[src/rtl/fasd_pkg.sv]
// Package with register map, field positions, reset values and duty constants
package fasd_pkg;
    // Register offsets
    localparam logic [7:0] ALARM_STATUS_TWO_ADDR = 8'h03;
    localparam logic [7:0] PWM_DUTY_CODE_ADDR = 8'h22;
    // Reset values
    localparam logic [7:0] ALARM_STATUS_TWO_RST = 8'h00;
    localparam logic [7:0] PWM_DUTY_CODE_RST = 8'h55;
    // Status field positions
    localparam int EXT_OVERTEMP_BIT = 7;
    localparam int LOCAL_SHUTDOWN_BIT = 6;
    localparam int PASSIVE_COOLING_BIT = 5;
    localparam int LOCAL_CRITICAL_BIT = 4;
    localparam int REMOTE_CRITICAL_BIT = 3;
    // Reserved low bits of the status register
    localparam logic [2:0] STATUS_RESERVED_VAL = 3'h0;
    // Duty code limits
    localparam logic [7:0] DUTY_FULL = 8'hFF;
    localparam logic [7:0] DUTY_ZERO = 8'h00;
    localparam int DUTY_STEPS = 255;
    // Shutdown re-arm hysteresis in degrees C
    localparam int SHUTDOWN_HYST_DEGC = 5;
    // Speed regulation floor and low-duty cutoff in percent
    localparam int RPM_FLOOR_PCT = 30;
    localparam int LOW_CUTOFF_PCT = 7;
    // Floor as a duty code, rounded up so the output never falls below it
    localparam logic [7:0] RPM_FLOOR_CODE = 8'((RPM_FLOOR_PCT * DUTY_STEPS + 99) / 100);
    // Cutoff threshold scaled by 100 for an exact compare
    localparam logic [15:0] LOW_CUTOFF_X100 = 16'(LOW_CUTOFF_PCT * DUTY_STEPS);
    // Fan control modes
    typedef enum logic [1:0] {
        FASD_MODE_AUTO = 2'b00,
        FASD_MODE_RPM = 2'b01,
        FASD_MODE_DIRECT = 2'b10,
        FASD_MODE_SPARE = 2'b11
    } fasd_mode_t;
endpackage

[src/rtl/fasd_pwm.sv]
// Pulse width generator with a 255-count period
`timescale 1ns/10ps
module fasd_pwm import fasd_pkg::*; #(
    parameter int WIDTH = 8
) (
    input wire logic sys_clk, // System clock
    input wire logic rst, // Synchronous reset, active high
    input wire logic [WIDTH-1:0] duty, // Applied duty code
    output logic pwm_out // Registered pulse output
);
    logic [WIDTH-1:0] cnt_reg; // Period counter, 0 to full minus one

    // Counter wraps one below the full code so the full code gives a solid high
    always_ff @(posedge sys_clk) begin
        if (rst) begin
            cnt_reg <= '0;
        end else if (cnt_reg == WIDTH'(DUTY_STEPS - 1)) begin
            cnt_reg <= '0;
        end else begin
            cnt_reg <= cnt_reg + WIDTH'(1);
        end
    end

    // High for duty counts out of the period
    always_ff @(posedge sys_clk) begin
        if (rst) begin
            pwm_out <= 1'b0;
        end else begin
            pwm_out <= (cnt_reg < duty);
        end
    end
endmodule

[src/rtl/fasd_top.sv]
// Second alarm status register and duty code register of the fan controller
// Overview of operation
// - Pin pulled low sets flag, fan full
// - Read clears external flag; reasserts while low
// - Shutdown flag above limit; drives throttle pin
// - Shutdown flag raises alert when enabled
// - First status read clears shutdown flag
// - Shutdown flag rearms after 5 degree drop
// - Passive flag when control temp at/below threshold
// - Passive alert when enabled; read clears
// - Local critical flag at or above limit
// - Critical flag drives overlimit pin, unmaskable alert
// - Read clears local critical; reasserts next cycle
// - Remote critical flag, overlimit pin, alert
// - Read clears remote critical; reasserts next cycle
// - Three low status bits read zero
// - Duty code linear, full code full duty
// - Duty register resets to 0x55
// - Duty read returns applied duty
// - Regulation floor at 30 percent, read computed
// - Below 7 percent forced off, read computed
// - Direct mode writes set output duty
// - Other modes buffer write until direct
`timescale 1ns/10ps
module fasd_top import fasd_pkg::*; (
    input wire logic sys_clk, // 40 MHz system clock
    input wire logic rst, // Synchronous reset, active high
    input wire logic [7:0] reg_addr, // Register offset
    input wire logic reg_wr_stb, // One-cycle write strobe
    input wire logic reg_rd_stb, // One-cycle read strobe
    input wire logic [7:0] reg_wdata, // Write data
    output logic [7:0] reg_rdata, // Registered read data
    input wire logic status_one_rd_stb, // Read of the first status register
    input wire logic monitor_tick, // One pulse per monitoring cycle
    input wire logic signed [7:0] local_temp, // Local temperature, degrees C
    input wire logic signed [7:0] remote_temp, // Remote temperature, degrees C
    input wire logic signed [7:0] control_temp, // Active control temperature
    input wire logic signed [7:0] local_shutdown_limit, // Local shutdown limit
    input wire logic signed [7:0] local_critical_limit, // Local critical limit
    input wire logic signed [7:0] remote_critical_limit, // Remote critical limit
    input wire logic signed [7:0] passive_temp, // Passive cooling temperature
    input wire logic shutdown_alert_enable, // Enables shutdown alert
    input wire logic passive_alert_enable, // Enables passive alert
    input wire logic tach_sense_select, // Tach sensing select
    input wire logic [1:0] control_mode, // Fan control mode
    input wire logic [7:0] loop_duty, // Duty computed by auto or speed loop
    input wire logic overtemp_throttle_pin_in, // Throttle pin level seen
    output logic overtemp_throttle_pin_out, // Throttle pin drive value
    output logic overtemp_throttle_pin_oe_n, // Throttle pin enable, low drives
    output logic overlimit_pin_n, // Overlimit pin, active low
    output logic smbalert_n, // Alert output, active low
    output logic pulse_output_pin, // PWM fan drive
    output logic [7:0] applied_duty // Duty code on the PWM output
);
    logic [7:0] status_reg; // Status flags, low bits unused
    logic [7:0] status_next; // Next status flags
    logic shutdown_armed_reg; // Shutdown flag may set
    logic [7:0] duty_shadow_reg; // Last written duty code
    logic [7:0] computed_duty; // Duty before floor and cutoff
    logic [7:0] duty_out_next; // Duty after floor and cutoff
    logic [7:0] duty_readback; // Value returned on duty reads
    logic duty_forced; // Floor or cutoff replaced the computed value
    logic ext_low; // Pin pulled low by another party
    logic status_rd; // Read of this status register
    logic duty_wr; // Write of the duty register
    logic local_over_shutdown; // Local above shutdown limit
    logic local_cooled; // Local at least hysteresis below limit
    logic passive_cond; // Control temp at or below passive temp
    logic local_crit_cond; // Local at or above critical
    logic remote_crit_cond; // Remote at or above critical
    logic alert_next; // Alert level before the flop
    logic overlimit_next; // Overlimit level before the flop
    logic full_speed; // Fan forced to full speed
    fasd_mode_t mode; // Decoded control mode

    assign mode = fasd_mode_t'(control_mode);
    assign status_rd = reg_rd_stb && (reg_addr == ALARM_STATUS_TWO_ADDR);
    // Writes to the status offset match nothing, so they are dropped
    assign duty_wr = reg_wr_stb && (reg_addr == PWM_DUTY_CODE_ADDR);

    // Our own drive would read back as low, so only count foreign pulls
    assign ext_low = !overtemp_throttle_pin_in && overtemp_throttle_pin_oe_n;

    // Temperature compares, widened so the hysteresis cannot wrap
    always_comb begin
        // Strictly above: a reading at the limit does not trip
        local_over_shutdown = (local_temp > local_shutdown_limit);
        local_cooled = (9'(signed'(local_temp)) <=
            9'(signed'(local_shutdown_limit)) - 9'(SHUTDOWN_HYST_DEGC));
        // Remaining compares include the limit itself
        passive_cond = (control_temp <= passive_temp);
        local_crit_cond = (local_temp >= local_critical_limit);
        remote_crit_cond = (remote_temp >= remote_critical_limit);
    end

    // Flag update: condition loss and read clear first, then sets win
    always_comb begin
        status_next = status_reg;
        // Reads clear after the read data captured the old value
        if (status_rd) begin
            status_next[EXT_OVERTEMP_BIT] = 1'b0;
            status_next[PASSIVE_COOLING_BIT] = 1'b0;
            status_next[LOCAL_CRITICAL_BIT] = 1'b0;
            status_next[REMOTE_CRITICAL_BIT] = 1'b0;
        end
        // Shutdown flag is not cleared by this read; the first status register read clears it
        if (status_one_rd_stb) begin
            status_next[LOCAL_SHUTDOWN_BIT] = 1'b0;
        end
        // Conditions are sampled once per monitoring cycle
        if (monitor_tick) begin
            if (!local_over_shutdown) begin
                // Back under the limit, so the flag drops at once
                status_next[LOCAL_SHUTDOWN_BIT] = 1'b0;
            end else if (shutdown_armed_reg) begin
                // Over the limit and rearmed
                status_next[LOCAL_SHUTDOWN_BIT] = 1'b1;
            end
            // Other flags simply follow their conditions
            status_next[PASSIVE_COOLING_BIT] = passive_cond;
            status_next[LOCAL_CRITICAL_BIT] = local_crit_cond;
            status_next[REMOTE_CRITICAL_BIT] = remote_crit_cond;
        end
        // External pull is a live level, set in any cycle
        if (ext_low) begin
            status_next[EXT_OVERTEMP_BIT] = 1'b1;
        end
        status_next[2:0] = STATUS_RESERVED_VAL;
    end

    // Status flags
    always_ff @(posedge sys_clk) begin
        if (rst) begin
            // All flags clear, nothing pending
            status_reg <= ALARM_STATUS_TWO_RST;
        end else begin
            // Clears and sets already merged, sets winning
            status_reg <= status_next;
        end
    end

    // Shutdown re-arm: blocked after a clear until the temperature falls
    always_ff @(posedge sys_clk) begin
        if (rst) begin
            // Free to set after reset
            shutdown_armed_reg <= 1'b1;
        end else if (status_one_rd_stb && status_reg[LOCAL_SHUTDOWN_BIT]) begin
            // Clearing a standing flag disarms it
            shutdown_armed_reg <= 1'b0;
        end else if (monitor_tick && local_cooled) begin
            // Far enough below the limit, arm again
            shutdown_armed_reg <= 1'b1;
        end
    end

    // Shadow duty: every write lands here regardless of mode
    always_ff @(posedge sys_clk) begin
        if (rst) begin
            // Same reset duty as the output
            duty_shadow_reg <= PWM_DUTY_CODE_RST;
        end else if (duty_wr) begin
            // Kept in every mode, used once direct
            duty_shadow_reg <= reg_wdata;
        end
    end

    // Direct mode takes the shadow; other modes keep it waiting
    always_comb begin
        if (mode == FASD_MODE_DIRECT) begin
            // Written code drives the output
            computed_duty = duty_shadow_reg;
        end else begin
            // Loop value; the written code waits
            computed_duty = loop_duty;
        end
    end

    // Full speed while an outside party holds the throttle pin low
    assign full_speed = ext_low;

    // Floor and cutoff; the computed value stays visible on reads
    always_comb begin
        duty_out_next = computed_duty;
        duty_forced = 1'b0;
        if (full_speed) begin
            // Outside pull overrides every mode
            duty_out_next = DUTY_FULL;
        end else if (!tach_sense_select) begin
            case (mode)
                FASD_MODE_RPM: begin
                    // Keep the fan turning while regulating
                    if (computed_duty < RPM_FLOOR_CODE) begin
                        duty_out_next = RPM_FLOOR_CODE;
                        duty_forced = 1'b1;
                    end
                end
                FASD_MODE_AUTO, FASD_MODE_DIRECT: begin
                    // Scaled compare avoids a fractional code
                    if (16'(computed_duty) * 16'(100) < LOW_CUTOFF_X100) begin
                        duty_out_next = DUTY_ZERO;
                        duty_forced = 1'b1;
                    end
                end
                default: begin
                    // Spare mode passes the loop value
                    duty_out_next = computed_duty;
                end
            endcase
        end
    end

    // Read back the computed value only in the two forced cases
    assign duty_readback = duty_forced ? computed_duty : duty_out_next;

    // Applied duty register feeding the pulse generator
    always_ff @(posedge sys_clk) begin
        if (rst) begin
            // About one third duty
            applied_duty <= PWM_DUTY_CODE_RST;
        end else begin
            // One edge behind the inputs
            applied_duty <= duty_out_next;
        end
    end

    // Read data, captured in the same edge that clears the flags
    always_ff @(posedge sys_clk) begin
        if (rst) begin
            // Idle read data
            reg_rdata <= 8'h00;
        end else if (reg_rd_stb) begin
            case (reg_addr)
                ALARM_STATUS_TWO_ADDR: begin
                    // Old flags go out as the clear lands
                    reg_rdata <= {status_reg[7:3], STATUS_RESERVED_VAL};
                end
                PWM_DUTY_CODE_ADDR: begin
                    // Computed value in the two forced cases
                    reg_rdata <= duty_readback;
                end
                default: begin
                    // Unmapped offsets read as zero
                    reg_rdata <= 8'h00;
                end
            endcase
        end
    end

    // Alert and overlimit levels from the new flags
    always_comb begin
        alert_next = (status_next[LOCAL_SHUTDOWN_BIT] && shutdown_alert_enable)
            || (status_next[PASSIVE_COOLING_BIT] && passive_alert_enable)
            || status_next[LOCAL_CRITICAL_BIT]
            || status_next[REMOTE_CRITICAL_BIT];
        // Critical flags only; no enable applies
        overlimit_next = status_next[LOCAL_CRITICAL_BIT] || status_next[REMOTE_CRITICAL_BIT];
    end

    // Alert pin, registered so it cannot glitch between flag updates
    always_ff @(posedge sys_clk) begin
        if (rst) begin
            // Released high, nothing to report
            smbalert_n <= 1'b1;
        end else begin
            // Low while any enabled or unmaskable cause stands
            smbalert_n <= !alert_next;
        end
    end

    // Overlimit pin, follows both critical flags
    always_ff @(posedge sys_clk) begin
        if (rst) begin
            // Released high
            overlimit_pin_n <= 1'b1;
        end else begin
            // Released high as the flags clear on a status read
            overlimit_pin_n <= !overlimit_next;
        end
    end

    // Throttle pin, open drain: only ever pulls low
    always_ff @(posedge sys_clk) begin
        if (rst) begin
            // Line left to its pull-up
            overtemp_throttle_pin_out <= 1'b0;
            overtemp_throttle_pin_oe_n <= 1'b1;
        end else begin
            // Drive value fixed low; the enable does the work
            overtemp_throttle_pin_out <= 1'b0;
            // Enable drive only while the shutdown flag stands
            overtemp_throttle_pin_oe_n <= !status_next[LOCAL_SHUTDOWN_BIT];
        end
    end

    // Pulse generator
    // Runs free; a new code takes effect within one period
    fasd_pwm #(
        .WIDTH(8)
    ) u_pwm (
        .sys_clk(sys_clk),
        .rst(rst),
        .duty(applied_duty),
        .pwm_out(pulse_output_pin)
    );
endmodule

[config.mk]
export PLATFORM = sky130hd
export DESIGN_NAME = fasd_top
export DESIGN_NICKNAME = d
export VERILOG_FILES = /design/src/rtl/fasd_pkg.sv /design/src/rtl/fasd_pwm.sv /design/src/rtl/fasd_top.sv
export SDC_FILE = /design/constraint.sdc
export NUM_CORES = 1
export LEC_CHECK = 0
export BUFFER_PORTS_ARGS = -buffer_cell sky130_fd_sc_hd__buf_2
export CAP_MARGIN = 20
export CORE_ASPECT_RATIO = 0.5
export CORE_MARGIN = 8
export CORE_UTILIZATION = 45
export CTS_CLUSTER_SIZE = 16
export DETAILED_ROUTE_END_ITERATION = 12
export HOLD_SLACK_MARGIN = 0.1
export PLACE_DENSITY = 0.71
export SETUP_SLACK_MARGIN = 0.2
export SLEW_MARGIN = 0
export SYNTH_ARGS = -nofsm -noshare
export SYNTH_HDL_FRONTEND = slang
export SYNTH_HIERARCHICAL = 1
export SYNTH_SLANG_ARGS = --single-unit
export TNS_END_PERCENT = 100
[constraint.sdc]
create_clock -name sys_clk -period 6.9 [get_ports sys_clk]
set_input_delay 1.035 -clock sys_clk [delete_from_list [all_inputs] [get_ports sys_clk]]
set_output_delay 1.035 -clock sys_clk [all_outputs]
set_load 0.005 [all_outputs]
==> run_results.csv <==
group,metric,value,unit
run_status,outcome,"finished clean",
power,power.leakage,2.48,nW
hold_path,holdPathEnd,"reg_rdata[0]",
route,final_antenna_net_count,0,
final_layout,stdcell_count,691,
placement,io_buffers,111,
yosys,yosysSeqAreaShare,21.4,%
timing,rsz0062_at_grt,"no",
clocking,clock_sinks,42,
critical_path,r2r-end,"applied_duty[1]",
die,initial_core_util,45.8,%
final_layout,drive_gt1_share,24.2,%
yosys,ys.flop_type,"dfxtp_1",
final_layout,nets,749,
timing,finalCritPeriodShare,74.1,%
clocking,cts_inserted_buffers,5,
yosys,synth.avg_cell_area,8.46,um2
run,cap_viol_max_count,0,
yosys,ys_warn_count,6,
route,vias,3632,
yosys,syn_area,0.00394,mm2
timing,worst_slew_pin_slew,840,ps
timing,maxSlewHeadroom,43.9,%
global_route,grt_pass1_vias,3579,
critical_path,cp.required,7030,ps
clocking,clock-root-buffer,"clkbuf_16",
power,p_sw,0.264,mW
route,routed_wl,9930,um
critical_path,worst-setup-path-type,"input pin to register",
critical_path,reg2reg_slack,2980,ps
clocking,path_clk_slew,60,ps
global_route,grt_max_degree,36,
yosys,synth_fp_nets,641,
placement,gp_congestion,0.944,
timing,setup-violations-final,0,
clocking,worstSkewPairLatency,280,ps
power,max-vdd-ir-drop,0.0000833,V
route,drcViolationCount,0,
critical_path,timing.rr.start,"duty_shadow_reg[3]",
hold_path,worstHoldStart,"reg_rdata[0]",
critical_path,timing.critical_path.from_type,"input pin",
power,pwr-share-seq,33.2,%
clocking,tritoncts,"yes",
timing,hold_viol,0,
hold_path,min_path_cells,1,
clocking,post_cts_resized,0,
yosys,synth_cell_types,67,
power,p_comb_share,36.7,%
critical_path,arrival,5240,ps
critical_path,path_buf_inv,3,
die,dieArea,0.0122,mm2
timing,slew_violations,0,
critical_path,path_common_cell,"ha_1",
die,io_pins,113,
global_route,grtUsageTotal,16.5,%
final_layout,layout_commonest_cell,"buf_2",
critical_path,crit_fanout,13,
clocking,post-cts-setup-buffers,0,
final_layout,postLayoutCoreUtil,55.1,%
die,core.rowCount,24,
final_layout,syn_to_final_growth,20.2,%
clocking,h-tree-depth,2,
clocking,postCtsHoldBufs,0,
die,die_y,82.1,um
critical_path,crit_chain,"buf_2 > nand2b_1 > mux2_2 > ha_1 > ha_1 > inv_1 > fa_1 > inv_1 > ha_1 > o21ai_0 > nor2_1 > o21ai_0 > a21oi_1 > xor2_1 > nor4_2 > o221ai_1",
power,clockPowerShare,30.2,%
power,swShare,33.1,%
critical_path,end_kind,"register",
placement,dp.cells,683,
clocking,clock_path_buffers,2,
route,first_pass_iters,5,
hold_path,min_path_type,"register to register",
critical_path,slowest_stage,"nor4_2",
timing,fin_skew,3.20,ps
global_route,grt_pass1_wl,16600,um
route,viasPerCell,5.26,
global_route,antenna_found_initial,0,
critical_path,crit_family,"adder cells",
placement,dp_hpwl,8470,um
final_layout,mostFrequentLayoutCells,"buf_2 (111), ha_1 (81), inv_1 (67)",
die,die_w,148,um
final_layout,num_antenna_cells,0,
yosys,syn_inst,465,
route,drt-wirelength-per-cell,14.4,um
route,drt_iter0_markers,182,
timing,maxClockFrequency,196,MHz
power,intPower,0.534,mW
timing,finalCriticalPeriod,5110,ps
critical_path,ff2ff_path_depth,12,
yosys,synth-edff-count,0,
yosys,ys_ff_latch,42,
power,p_per_area,169,mW/mm2
die,core_area,0.00859,mm2
timing,fin_tns_setup,0,ps
yosys,postSynth.asyncResetShare,0,%
critical_path,critical_path.max_stage_delay,700,ps
global_route,grt-ovfl-total,0,
## synth_stat cells (all sizes together), types with 2 or more instances
cell	instances	area share (%)
nor3	13	2.1
clkbuf	6	0.92
ha	81	26
a21oi	26	3.3
buf	4	0.60
a22oi	4	0.76
mux2i	7	1.8
o221ai	2	0.45
nor4b	2	0.45
or3	4	0.79
nand3	11	1.4
mux2	8	2.3
xor2	4	0.89
a221oi	3	0.83
dfxtp	42	21
a211oi	10	1.9
nand3b	3	0.57
o21a	6	1.1
nand2b	9	1.4
nor2	36	3.4
o2111ai	2	0.45
nand4	5	0.95
and3	2	0.35
a31oi	6	0.95
fa	3	1.5
a211o	7	1.6
nand4b	2	0.45
a21o	9	1.8
xnor2	9	2.0
nand2	12	1.1
o22ai	5	0.79
inv	67	6.4
nor2b	12	1.9
nor4	2	0.48
o21ai	22	2.8
## per-stage QoR
stage / power [mW] / setup slack, ps / hold WS (ps) / instance area, um2
finish: 0.798 / 1790 / 458 / 4730
global route: 0.854 / 1420 / 492 / 4730
CTS: 0.804 / 1790 / 455 / 4730
detailed placement: 0.561 / 1510 / 439 / 4580
global placement: 0.555 / 1590 / 435 / 4580
floorplan: 0.471 / 2020 / 431 / 3940
## worst max-delay path by stage
stage                          startpoint               to  slack [ps]  depth (start not counted)
after floorplan           control_mode[0]  applied_duty[1]        2020                         14
after global placement    control_mode[0]  applied_duty[1]        1590                         16
after detailed placement  control_mode[0]  applied_duty[2]        1510                         14
after CTS                 control_mode[0]  applied_duty[2]        1790                         14
after global routing      control_mode[0]  applied_duty[4]        1420                         14
final                     control_mode[0]  applied_duty[1]        1790                         16
## final cells by class
cell class | count | area, um2
multi-input cells | 346 | 2780
flip-flops and latches | 42 | 841
inverters | 67 | 251
fillers | 826 | 3860
clock buffers | 6 | 139
clock inverters | 2 | 12.5
well taps | 117 | 146
repair buffers | 111 | 556
## layer usage
layer  vias up  GRT usage, %  wire [um]  share of wire (%)
met5         -             0          0                  0
met4         0          4.34        102                1.0
met3         8          2.72        414                4.2
met2        82          29.7       4850                 49
met1      1660          20.6       4570                 46
li1       1882             -          -                  -
## cells by family after synthesis
kind of cell    synth area share (%)
compound gates                  19.5
flops                           21.4
other cells                   0.0953
buf+inv                         7.92
mux                             4.07
simple gates                    16.9
xor+xnor                        2.89
fa+ha+maj                       27.3
## power by group through the flow
stage                     clock (mW)  combinational (mW)  sequential [mW]
final                          0.241               0.293            0.265
after global routing           0.254               0.334            0.266
after CTS                      0.245               0.294            0.265
after detailed placement           0               0.291            0.270
after global placement             0               0.284            0.270
after floorplan                    0               0.203            0.268
No activity file was read; power rests on OpenSTA's default activity.
